$ cat src/srsdp_regs.vh
// Register offsets, field positions, reset values and counts of the serial port block.
`ifndef SRSDP_REGS_VH
`define SRSDP_REGS_VH

// ----------------------------------------------------------------------------
// Register offsets
// ----------------------------------------------------------------------------
`define SRSDP_OFS_CONTROL   8'hd0
`define SRSDP_OFS_RATE      8'hd2
`define SRSDP_OFS_STATUS    8'hd3
`define SRSDP_OFS_DATA      8'hd5
`define SRSDP_OFS_PORT      8'hd6
`define SRSDP_OFS_DIR       8'hd7

// ----------------------------------------------------------------------------
// Field positions
// ----------------------------------------------------------------------------
`define SRSDP_CTL_ENABLE    6
`define SRSDP_CTL_MASTER    4
`define SRSDP_CTL_SSOE      1
`define SRSDP_ST_DONE       7
`define SRSDP_ST_COLL       6
`define SRSDP_ST_FAULT      4
`define SRSDP_PIN_SEL       7
`define SRSDP_PIN_SCK       6
`define SRSDP_PIN_MOSI      5
`define SRSDP_PIN_MISO      4
`define SRSDP_PIN_TX1       3
`define SRSDP_PIN_RX1       2
`define SRSDP_PIN_TX0       1
`define SRSDP_PIN_RX0       0

// ----------------------------------------------------------------------------
// Reset values and counts
// ----------------------------------------------------------------------------
`define SRSDP_RST_BYTE      8'h00
`define SRSDP_RST_RATE      3'h0
`define SRSDP_RST_CNT       3'h0
`define SRSDP_LAST_BIT      3'h7
`define SRSDP_ONE_TICK      8'h01
`define SRSDP_RST_TICK      8'h00

`endif

$ cat src/srsdp_top.v
// Serial peripheral port: rate select, status flags, data shifter and shared port pins.
//
// Local design decision: strobed register access.
`include "srsdp_regs.vh"

// What this block does
// - Rate code 0..7 divides the bus clock by 2,4,8,...,256 for the shift clock.
// - Rate register resets to zero; its upper five bits read zero.
// - Status readable anytime, writes ignored, bits 5 and 3..0 read zero.
// - Transfer-complete flag (bit 7) sets after the eighth shift clock cycle.
// - Status read seeing transfer-complete, then data access, clears it.
// - Data write during transfer is dropped and sets collision flag bit 6, no interrupt.
// - Status read seeing collision, then data access, clears collision flag.
// - Master mode with select input low sets mode-fault flag bit 4.
// - Direction bit 7 set suppresses mode-fault detection; the flag stays clear.
// - Status read seeing mode fault, then control write, clears mode-fault flag.
// - Data reads give buffered received byte; writes load shifter; reset keeps contents.
// - Master and slave bytes form a 16-bit ring shifted eight places.
// - After reset all eight pins are inputs with direction cleared.
// - Port read gives pin level for inputs, driver value for outputs.
// - Port latch drives only general-purpose outputs, never serial-function outputs.
// - Direction bit 0 is input, 1 is output; readable and writable anytime.
// - Receiver two-wire setup forces pins 2 and 0 to inputs.
// - Transmitter two-wire setup forces pins 3 and 1 to outputs.
// - Enabled interface: its inputs are inputs; its outputs drive only with direction set.
// - Slave mode ignores direction bit 7; master uses it for fault input or output.
// - A mode fault forces direction bits 5, 6 and 7 to zero.
// - Rate divider runs only in master mode during a transfer.
// - While mode fault is set, enable and master bits read zero.
// - Slave drives data out only with direction bit 4 set, select low, slave mode.
module srsdp_top (
   input wire I_MCLK,
   input wire I_RST,
   input wire [7:0] I_ADDR,
   input wire [7:0] I_WDATA,
   input wire I_WR,
   input wire I_RD,
   output reg [7:0] O_RDATA,
   input wire [7:0] I_PIN,
   output reg [7:0] O_PIN,
   output reg [7:0] O_PIN_OE,
   input wire I_RX_TWO_WIRE,
   input wire I_TX_TWO_WIRE,
   input wire [1:0] I_ASYNC_TXD
);

   // -------------------------------------------------------------------------
   // Declarations
   // -------------------------------------------------------------------------
   reg [7:0] pin_meta;
   reg [7:0] pin_sync;
   reg sck_last;
   reg [2:0] rate_code;
   reg ctl_enable;
   reg ctl_master;
   reg ctl_ssoe;
   reg [7:0] dir;
   reg [7:0] port_latch;
   reg [7:0] rx_buf;
   reg done_flag;
   reg coll_flag;
   reg fault_flag;
   reg seen_done;
   reg seen_coll;
   reg seen_fault;
   reg [7:0] shifter;
   reg rx_bit;
   reg [2:0] bit_cnt;
   reg busy;
   reg sck_out;
   reg [7:0] tick_cnt;
   reg [7:0] next_pin;
   reg [7:0] next_oe;
   reg [7:0] next_rdata;
   wire eff_enable;
   wire eff_master;
   wire slave_on;
   wire sel_in;
   wire sck_rise;
   wire sck_fall;
   wire [7:0] half_lim;
   wire tick;
   wire [7:0] shifted;
   wire hit_wr_data;
   wire data_access;
   wire ctl_write;
   wire stat_read;
   wire master_start;
   wire xfer_busy;
   wire coll_evt;
   wire fault_evt;
   wire done_evt;
   wire master_tick_rise;
   wire master_tick_fall;

   // -------------------------------------------------------------------------
   // Pin synchronisers
   // -------------------------------------------------------------------------

   // Pins come from outside; two flops before any logic, third flop for edges.
   always @(posedge I_MCLK or posedge I_RST) begin
      if (I_RST) begin
         pin_meta <= `SRSDP_RST_BYTE;
         pin_sync <= `SRSDP_RST_BYTE;
         sck_last <= 1'b0;
      end else begin
         pin_meta <= I_PIN;
         pin_sync <= pin_meta;
         sck_last <= pin_sync[`SRSDP_PIN_SCK];
      end
   end

   // -------------------------------------------------------------------------
   // Decode and mode
   // -------------------------------------------------------------------------

   // A pending mode fault takes the interface out of master operation.
   assign eff_enable = ctl_enable & ~fault_flag;
   assign eff_master = ctl_master & ~fault_flag;
   assign slave_on = eff_enable & ~eff_master;
   assign sel_in = pin_sync[`SRSDP_PIN_SEL];
   assign sck_rise = pin_sync[`SRSDP_PIN_SCK] & ~sck_last;
   assign sck_fall = ~pin_sync[`SRSDP_PIN_SCK] & sck_last;
   assign stat_read = I_RD & (I_ADDR == `SRSDP_OFS_STATUS);
   assign data_access = (I_RD | I_WR) & (I_ADDR == `SRSDP_OFS_DATA);
   assign hit_wr_data = I_WR & (I_ADDR == `SRSDP_OFS_DATA);
   assign ctl_write = I_WR & (I_ADDR == `SRSDP_OFS_CONTROL);

   // A slave counts as busy for the whole time it is selected.
   assign xfer_busy = busy | (slave_on & ~sel_in);
   assign coll_evt = hit_wr_data & xfer_busy;
   assign master_start = hit_wr_data & ~xfer_busy & eff_enable & eff_master;

   // Fault input only exists while direction bit 7 is clear.
   assign fault_evt = eff_enable & eff_master & ~dir[`SRSDP_PIN_SEL] & ~sel_in;

   // -------------------------------------------------------------------------
   // Rate divider
   // -------------------------------------------------------------------------

   // Half the divisor: toggling every half_lim+1 cycles gives bus clock / 2^(code+1).
   assign half_lim = (`SRSDP_ONE_TICK << rate_code) - `SRSDP_ONE_TICK;
   assign tick = busy & eff_master & (tick_cnt == half_lim);
   assign master_tick_rise = tick & ~sck_out;
   assign master_tick_fall = tick & sck_out;
   assign shifted = {shifter[6:0], rx_bit};
   assign done_evt = (master_tick_fall | (slave_on & ~sel_in & sck_fall))
                     & (bit_cnt == `SRSDP_LAST_BIT);

   // -------------------------------------------------------------------------
   // Shift engine
   // -------------------------------------------------------------------------

   // Clock idles low; bits are sampled on the rising edge and shifted on the falling one.
   // The divider counter stays cleared unless a master transfer is running.
   always @(posedge I_MCLK or posedge I_RST) begin
      if (I_RST) begin
         shifter <= `SRSDP_RST_BYTE;
         rx_bit <= 1'b0;
         bit_cnt <= `SRSDP_RST_CNT;
         busy <= 1'b0;
         sck_out <= 1'b0;
         tick_cnt <= `SRSDP_RST_TICK;
      end else begin
         if (hit_wr_data & ~xfer_busy) begin
            shifter <= I_WDATA;
         end
         if (!eff_enable) begin
            busy <= 1'b0;
            sck_out <= 1'b0;
            bit_cnt <= `SRSDP_RST_CNT;
            tick_cnt <= `SRSDP_RST_TICK;
         end else if (eff_master) begin
            if (master_start) begin
               busy <= 1'b1;
               sck_out <= 1'b0;
               bit_cnt <= `SRSDP_RST_CNT;
               tick_cnt <= `SRSDP_RST_TICK;
            end else if (busy) begin
               if (tick) begin
                  tick_cnt <= `SRSDP_RST_TICK;
                  sck_out <= ~sck_out;
               end else begin
                  tick_cnt <= tick_cnt + `SRSDP_ONE_TICK;
               end
               if (master_tick_rise) begin
                  rx_bit <= pin_sync[`SRSDP_PIN_MISO];
               end
               if (master_tick_fall) begin
                  shifter <= shifted;
                  bit_cnt <= bit_cnt + 3'h1;
                  if (bit_cnt == `SRSDP_LAST_BIT) begin
                     busy <= 1'b0;
                  end
               end
            end else begin
               tick_cnt <= `SRSDP_RST_TICK;
            end
         end else begin
            // Slave: the remote master's clock steps the same ring.
            busy <= 1'b0;
            tick_cnt <= `SRSDP_RST_TICK;
            if (sel_in) begin
               bit_cnt <= `SRSDP_RST_CNT;
            end else begin
               if (sck_rise) begin
                  rx_bit <= pin_sync[`SRSDP_PIN_MOSI];
               end
               if (sck_fall) begin
                  shifter <= shifted;
                  bit_cnt <= bit_cnt + 3'h1;
               end
            end
         end
      end
   end

   // -------------------------------------------------------------------------
   // Receive buffer and port latch
   // -------------------------------------------------------------------------

   // No reset here on purpose: both keep their contents across a reset.
   always @(posedge I_MCLK) begin
      if (done_evt) begin
         rx_buf <= shifted;
      end
      if (I_WR & (I_ADDR == `SRSDP_OFS_PORT)) begin
         port_latch <= I_WDATA;
      end
   end

   // -------------------------------------------------------------------------
   // Control, rate and direction registers
   // -------------------------------------------------------------------------

   // Fault forcing of direction bits wins over a same-cycle software write.
   always @(posedge I_MCLK or posedge I_RST) begin
      if (I_RST) begin
         rate_code <= `SRSDP_RST_RATE;
         ctl_enable <= 1'b0;
         ctl_master <= 1'b0;
         ctl_ssoe <= 1'b0;
         dir <= `SRSDP_RST_BYTE;
      end else begin
         if (I_WR & (I_ADDR == `SRSDP_OFS_RATE)) begin
            rate_code <= I_WDATA[2:0];
         end
         if (ctl_write) begin
            ctl_enable <= I_WDATA[`SRSDP_CTL_ENABLE];
            ctl_master <= I_WDATA[`SRSDP_CTL_MASTER];
            ctl_ssoe <= I_WDATA[`SRSDP_CTL_SSOE];
         end
         if (I_WR & (I_ADDR == `SRSDP_OFS_DIR)) begin
            dir <= I_WDATA;
         end
         if (fault_evt) begin
            dir[7:5] <= 3'h0;
         end
      end
   end

   // -------------------------------------------------------------------------
   // Status flags
   // -------------------------------------------------------------------------

   // A status read records which flags it saw; the following access clears
   // only those, and a set in the same cycle is never lost.
   always @(posedge I_MCLK or posedge I_RST) begin
      if (I_RST) begin
         done_flag <= 1'b0;
         coll_flag <= 1'b0;
         fault_flag <= 1'b0;
         seen_done <= 1'b0;
         seen_coll <= 1'b0;
         seen_fault <= 1'b0;
      end else begin
         done_flag <= done_evt | (done_flag & ~(data_access & seen_done));
         coll_flag <= coll_evt | (coll_flag & ~(data_access & seen_coll));
         fault_flag <= fault_evt | (fault_flag & ~(ctl_write & seen_fault));
         if (stat_read) begin
            seen_done <= done_flag;
            seen_coll <= coll_flag;
            seen_fault <= fault_flag;
         end else begin
            if (data_access) begin
               seen_done <= 1'b0;
               seen_coll <= 1'b0;
            end
            if (ctl_write) begin
               seen_fault <= 1'b0;
            end
         end
      end
   end

   // -------------------------------------------------------------------------
   // Pin drivers
   // -------------------------------------------------------------------------

   // Serial functions override the port latch; direction bits gate the drivers except pins 3 and 1 under transmitter two-wire setup.
   always @* begin
      next_pin = port_latch;
      next_oe = dir;
      if (I_RX_TWO_WIRE) begin
         next_oe[`SRSDP_PIN_RX0] = 1'b0;
         next_oe[`SRSDP_PIN_RX1] = 1'b0;
      end
      if (I_TX_TWO_WIRE) begin
         next_oe[`SRSDP_PIN_TX0] = 1'b1;
         next_oe[`SRSDP_PIN_TX1] = 1'b1;
         next_pin[`SRSDP_PIN_TX0] = I_ASYNC_TXD[0];
         next_pin[`SRSDP_PIN_TX1] = I_ASYNC_TXD[1];
      end
      if (eff_enable) begin
         if (eff_master) begin
            next_oe[`SRSDP_PIN_MISO] = 1'b0;
            next_pin[`SRSDP_PIN_MOSI] = shifter[7];
            next_pin[`SRSDP_PIN_SCK] = sck_out;
            if (dir[`SRSDP_PIN_SEL] & ctl_ssoe) begin
               next_pin[`SRSDP_PIN_SEL] = ~busy;
            end
         end else begin
            next_oe[`SRSDP_PIN_MOSI] = 1'b0;
            next_oe[`SRSDP_PIN_SCK] = 1'b0;
            next_oe[`SRSDP_PIN_SEL] = 1'b0;
            next_oe[`SRSDP_PIN_MISO] = dir[`SRSDP_PIN_MISO] & ~sel_in;
            next_pin[`SRSDP_PIN_MISO] = shifter[7];
         end
      end
   end

   // Registered so every pin output comes straight from a flop.
   always @(posedge I_MCLK or posedge I_RST) begin
      if (I_RST) begin
         O_PIN <= `SRSDP_RST_BYTE;
         O_PIN_OE <= `SRSDP_RST_BYTE;
      end else begin
         O_PIN <= next_pin;
         O_PIN_OE <= next_oe;
      end
   end

   // -------------------------------------------------------------------------
   // Read port
   // -------------------------------------------------------------------------

   // Read data appears one cycle after the strobe and only then; unmapped reads give zero.
   always @* begin
      next_rdata = `SRSDP_RST_BYTE;
      if (I_RD) begin
         case (I_ADDR)
            `SRSDP_OFS_CONTROL: begin
               next_rdata[`SRSDP_CTL_ENABLE] = eff_enable;
               next_rdata[`SRSDP_CTL_MASTER] = eff_master;
               next_rdata[`SRSDP_CTL_SSOE] = ctl_ssoe;
            end
            `SRSDP_OFS_RATE: begin
               next_rdata = {5'h00, rate_code};
            end
            `SRSDP_OFS_STATUS: begin
               next_rdata[`SRSDP_ST_DONE] = done_flag;
               next_rdata[`SRSDP_ST_COLL] = coll_flag;
               next_rdata[`SRSDP_ST_FAULT] = fault_flag;
            end
            `SRSDP_OFS_DATA: begin
               next_rdata = rx_buf;
            end
            `SRSDP_OFS_PORT: begin
               next_rdata = (O_PIN_OE & O_PIN) | (~O_PIN_OE & pin_sync);
            end
            `SRSDP_OFS_DIR: begin
               next_rdata = dir;
            end
            default: begin
               next_rdata = `SRSDP_RST_BYTE;
            end
         endcase
      end
   end

   always @(posedge I_MCLK or posedge I_RST) begin
      if (I_RST) begin
         O_RDATA <= `SRSDP_RST_BYTE;
      end else begin
         O_RDATA <= next_rdata;
      end
   end

endmodule // srsdp_top

$ cat config.mk
export PLATFORM = sky130hd
export DESIGN_NAME = srsdp_top
export DESIGN_NICKNAME = d
export VERILOG_FILES = /design/src/srsdp_top.v
export VERILOG_INCLUDE_DIRS = /design/src
export SDC_FILE = /design/constraint.sdc
export NUM_CORES = 1
export LEC_CHECK = 0
export BUFFER_PORTS_ARGS = -buffer_cell sky130_fd_sc_hd__clkbuf_2
export CAP_MARGIN = 20
export CORE_ASPECT_RATIO = 0.8
export CORE_UTILIZATION = 44
export CTS_CLUSTER_DIAMETER = 30
export DETAILED_ROUTE_END_ITERATION = 8
export MAX_ROUTING_LAYER = met4
export RECOVER_POWER = 50
export SETUP_SLACK_MARGIN = 0.4
export SKIP_LAST_GASP = 1
export SYNTH_ARGS = -nofsm -noshare
export SYNTH_HDL_FRONTEND = slang
export SYNTH_SLANG_ARGS = --single-unit
$ cat constraint.sdc
create_clock -name I_MCLK -period 4.3 [get_ports I_MCLK]
set_input_delay 0.645 -clock I_MCLK [delete_from_list [all_inputs] [get_ports I_MCLK]]
set_output_delay 0.645 -clock I_MCLK [all_outputs]
set_load 0.03 [all_outputs]
==> results by group <==
Hold path
  – WHS Endpoint: O_PIN[0]$_DFF_PP0_
  – Min-delay worst type: reg2reg
  – HP Start: port_latch[0]$_DFFE_PP_
  – Hold depth: 0

Timing
  – RSZ-0062 raised after global routing: false
  – Tmin final: 3.167 ns
  – Hold_ws: 0.3476 ns
  – Final Skew: 0.004648 ns
  – Count of endpoints failing setup in the final report: 0
  – Pins over their slew limit: 54
  – Hold Violations, Final: 0
  – Max_slew headroom: -56.02%
  – Slew @ Worst Pin: 2.327 ns
  – Setup Total Neg Slack: 0 ns
  – Crit share post-route: 73.65%
  – Peak Freq: 315.8 MHz

Setup path
  – CP endpoint kind: register
  – R2r setup slk: 1.13 ns
  – R2r endpoint: shifter[2]$_DFF_PP0_
  – FF-to-FF Start: rate_code[2]$_DFFE_PP0P_
  – Crit path DAT: 3.40 ns
  – Crit path buf inv count: 0
  – Critical-path cell list: or3_4, ha_1, and3_1, o211ai_1, o311ai_0, nand4_2, o31a_1, mux2_4
  – Worst path max stage delay: 0.53 ns
  – CP max-delay cell: dfrtp_1
  – Top Family by Delay on Critical Path: compound AO/OA/AOI/OAI gates
  – Levels on crit path: 8
  – Crit path kind: reg2reg
  – Crit path max fanout: 13
  – FF-to-FF path depth: 8
  – CP required: 4.53 ns
  – Startpoint Class: register

Cells and area
  – Sequential Area: 2557 um^2
  – Fill count: 857
  – Core Util, Final: 52.38%
  – Share of layout cells above drive strength 1: 24.94%
  – Multi-input gate area: 1695 um^2
  – Synth-to-Final Area Change: 15.74%
  – Final #Nets: 448
  – ANT cells: 0

Floorplan
  – Core area: 9609 um^2
  – Chip width: 113.2 um
  – Initial Utilization: 45.26%
  – DIE HEIGHT: 90.93 um
  – Die area: 10290 um^2
  – Ports: 56
  – Number of core rows: 32

Routing
  – Metal3 WL: 417 um
  – Final wirelength: 9499 um
  – Top layer in use: met4
  – DRC viols: 0
  – Routed via count: 2901
  – DR WL met2: 4157 um
  – Final ANT Viol Nets: 0
  – Starting DRT DRC Count: 200
  – Post-DR wirelength/cell: 17.72 um
  – M1 WL: 4826 um
  – Vias/cell: 5.412
  – First drt pass iteration count: 4

Global routing
  – Vias in the first global route: 2879
  – First-pass GRT wire length: 15500 um
  – Initial antenna violation count: 0
  – GRT overflow: 0
  – Pin count of the biggest net entering global routing: 54
  – GR Util All Layers: 21.02%

Run status
  – Failing checks: capacitance limit, slew limit
  – Outcome: finished with violations

Clock network
  – CTS tree: done
  – Clk root buf: clkbuf_16
  – H-tree levels: 3
  – Post-CTS Hold Fix Bufs: 0
  – Clk Latency, worst-skew pair: 0.34 ns
  – Post-CTS setup repair buffer count: 0
  – Post-CTS Resized: 0
  – Clk pin slew, worst setup/hold paths: 0.06 ns
  – Maximum root-to-sink buffer count: 2
  – Num CTS Buffers: 9
  – Clk sinks: 99

Yosys
  – Compound-Gate Fraction of Synth Area: 7.998%
  – Synthesized flop and latch total: 99
  – Seq/Total Area, Yosys: 58.80%
  – Post-synth EDFFs: 16
  – Mapped Area: 4349 um^2
  – Post-synthesis xor/xnor area fraction: 2.417%
  – Combinational family with the most area after synthesis: simple AND/OR/NAND/NOR gates
  – Post-synthesis async set-or-reset flop share: 83.84%
  – Syn Inst Count: 355
  – Post-synth top flop: dfrtp_1
  – Most frequent cell after synthesis: dfrtp_1
  – Most instantiated cells after synthesis: dfrtp_1, nor2_1, mux2_2, nand2_1, edfxtp_1
  – Leading area contributor after synthesis: dfrtp_1
  – Cell variety after synth: 57
  – Mux cell area share after synthesis: 12.77%
  – Simple-gate share of the synthesized area: 14.64%
  – Area fraction of the dominant cell type after synthesis: 47.76%
  – Yosys warning count: 0
  – Top cells by area, synth: dfrtp_1, edfxtp_1, mux2_2, nor2_1, mux2_4
  – Avg Cell Area, Syn: 12.25 um^2
  – Post-Synth Adder-Cell Area: 1.151%
  – Synthesized Nets: 391

Placement
  – DP Wirelength: 6834 um
  – Final GP Congestion: 0.8688
  – Number of port buffers: 55

Power
  – Leak Pwr: 2.217 nW
  – Power per Cell Area: 397.6 nW/um^2
  – Max VDD drop: 282.4 uV

Run
  – Max-cap violations: 1
## stage by stage
| step | setup slack [ns] | area, um^2 | power, W | instances |
|---|---|---|---|---|
| after CTS | 1.143 | 5060 | 0.002027 | 536 |
| after global routing | 0.9378 | 5034 | 0.002084 | 536 |
| final | 1.133 | 5034 | 0.002001 | 536 |
| after global placement | 1.143 | 4742 | 0.001170 | 520 |
| after detailed placement | 1.011 | 4742 | 0.001172 | 520 |
| after floorplan | 1.381 | 4349 | 0.001118 | 355 |
## power breakdown
part           total, W  internal (W)  leakage (nW)  switching, W
Sequential      0.00101      0.000981          1.23     0.0000258
Combinational  0.000144     0.0000632         0.829     0.0000810
Clock          0.000850      0.000508         0.159      0.000342
## cell usage in the layout (no fill, tap or decap), drive strengths merged, types with 4 or more instances in the layout
master / count
dfrtp: 83
clkbuf: 64
mux2: 39
nor2: 35
nand2: 23
edfxtp: 16
nand3: 12
nor2b: 10
o21ai: 10
a21oi: 10
mux2i: 9
nor3: 8
nand2b: 6
inv: 6
xor2: 6
xnor2: 6
and3: 5
a22o: 5
buf: 5
clkinv: 5
ha: 4
## flip-flops by register name (all words and copies together), names as in the netlist, 3 cells and up
register    cells
pin_sync        8
rx_buf          8
dir             8
O_PIN           8
shifter         8
O_RDATA         8
rate_code       3
bit_cnt         3
tick_cnt        8
port_latch      8
pin_meta        8
O_PIN_OE        8
## worst max path at each step
stage	start	to
after floorplan	rate_code[2]$_DFFE_PP0P_	rx_buf[0]$_DFFE_PP_
after CTS	rate_code[2]$_DFFE_PP0P_	shifter[2]$_DFF_PP0_
after detailed placement	I_ADDR[0]	bit_cnt[1]$_DFFE_PP0P_
final	rate_code[2]$_DFFE_PP0P_	shifter[2]$_DFF_PP0_
after global routing	I_ADDR[0]	bit_cnt[1]$_DFFE_PP0P_
after global placement	I_ADDR[0]	bit_cnt[1]$_DFFE_PP0P_
## worst reg2reg max path, cell delays in order, from the launching register on
cell      delay (ns)
dfrtp_1         0.53
or3_4           0.45
ha_1            0.32
and3_1          0.22
o211ai_1        0.16
o311ai_0        0.28
nand4_2         0.24
o31a_1          0.51
mux2_4          0.35
## per-layer routing
| layer | up-vias | global-route usage [%] |
|---|---|---|
| li1 | 1391 | - |
| met3 | 8 | 5.906 |
| met5 | - | - |
| met4 | 0 | 5.592 |
| met1 | 1430 | 30.39 |
| met2 | 72 | 28.89 |
## final cells by class
class                           instances  share of cell area, %
Clock buffer                            9                  4.474
Timing Repair Buffer                   60                  5.692
Clock inverter                          7                  1.839
Tap cell                              119                  2.958
Multi-Input combinational cell        235                  33.68
Inverter                                7                 0.5469
Sequential cell                        99                  50.81
## kinds of logic after synthesis
| kind of cell | after synthesis |
|---|---|
| and+or+nand+nor | 121 |
| DFF | 99 |
| AOI/OAI and AO/OA | 50 |
| muxes | 48 |
| buffers and inverters | 21 |
| xor gates and xnor gates | 12 |
| adders and majority gates | 4 |
Note: power is estimated with default switching activity, not from simulation.
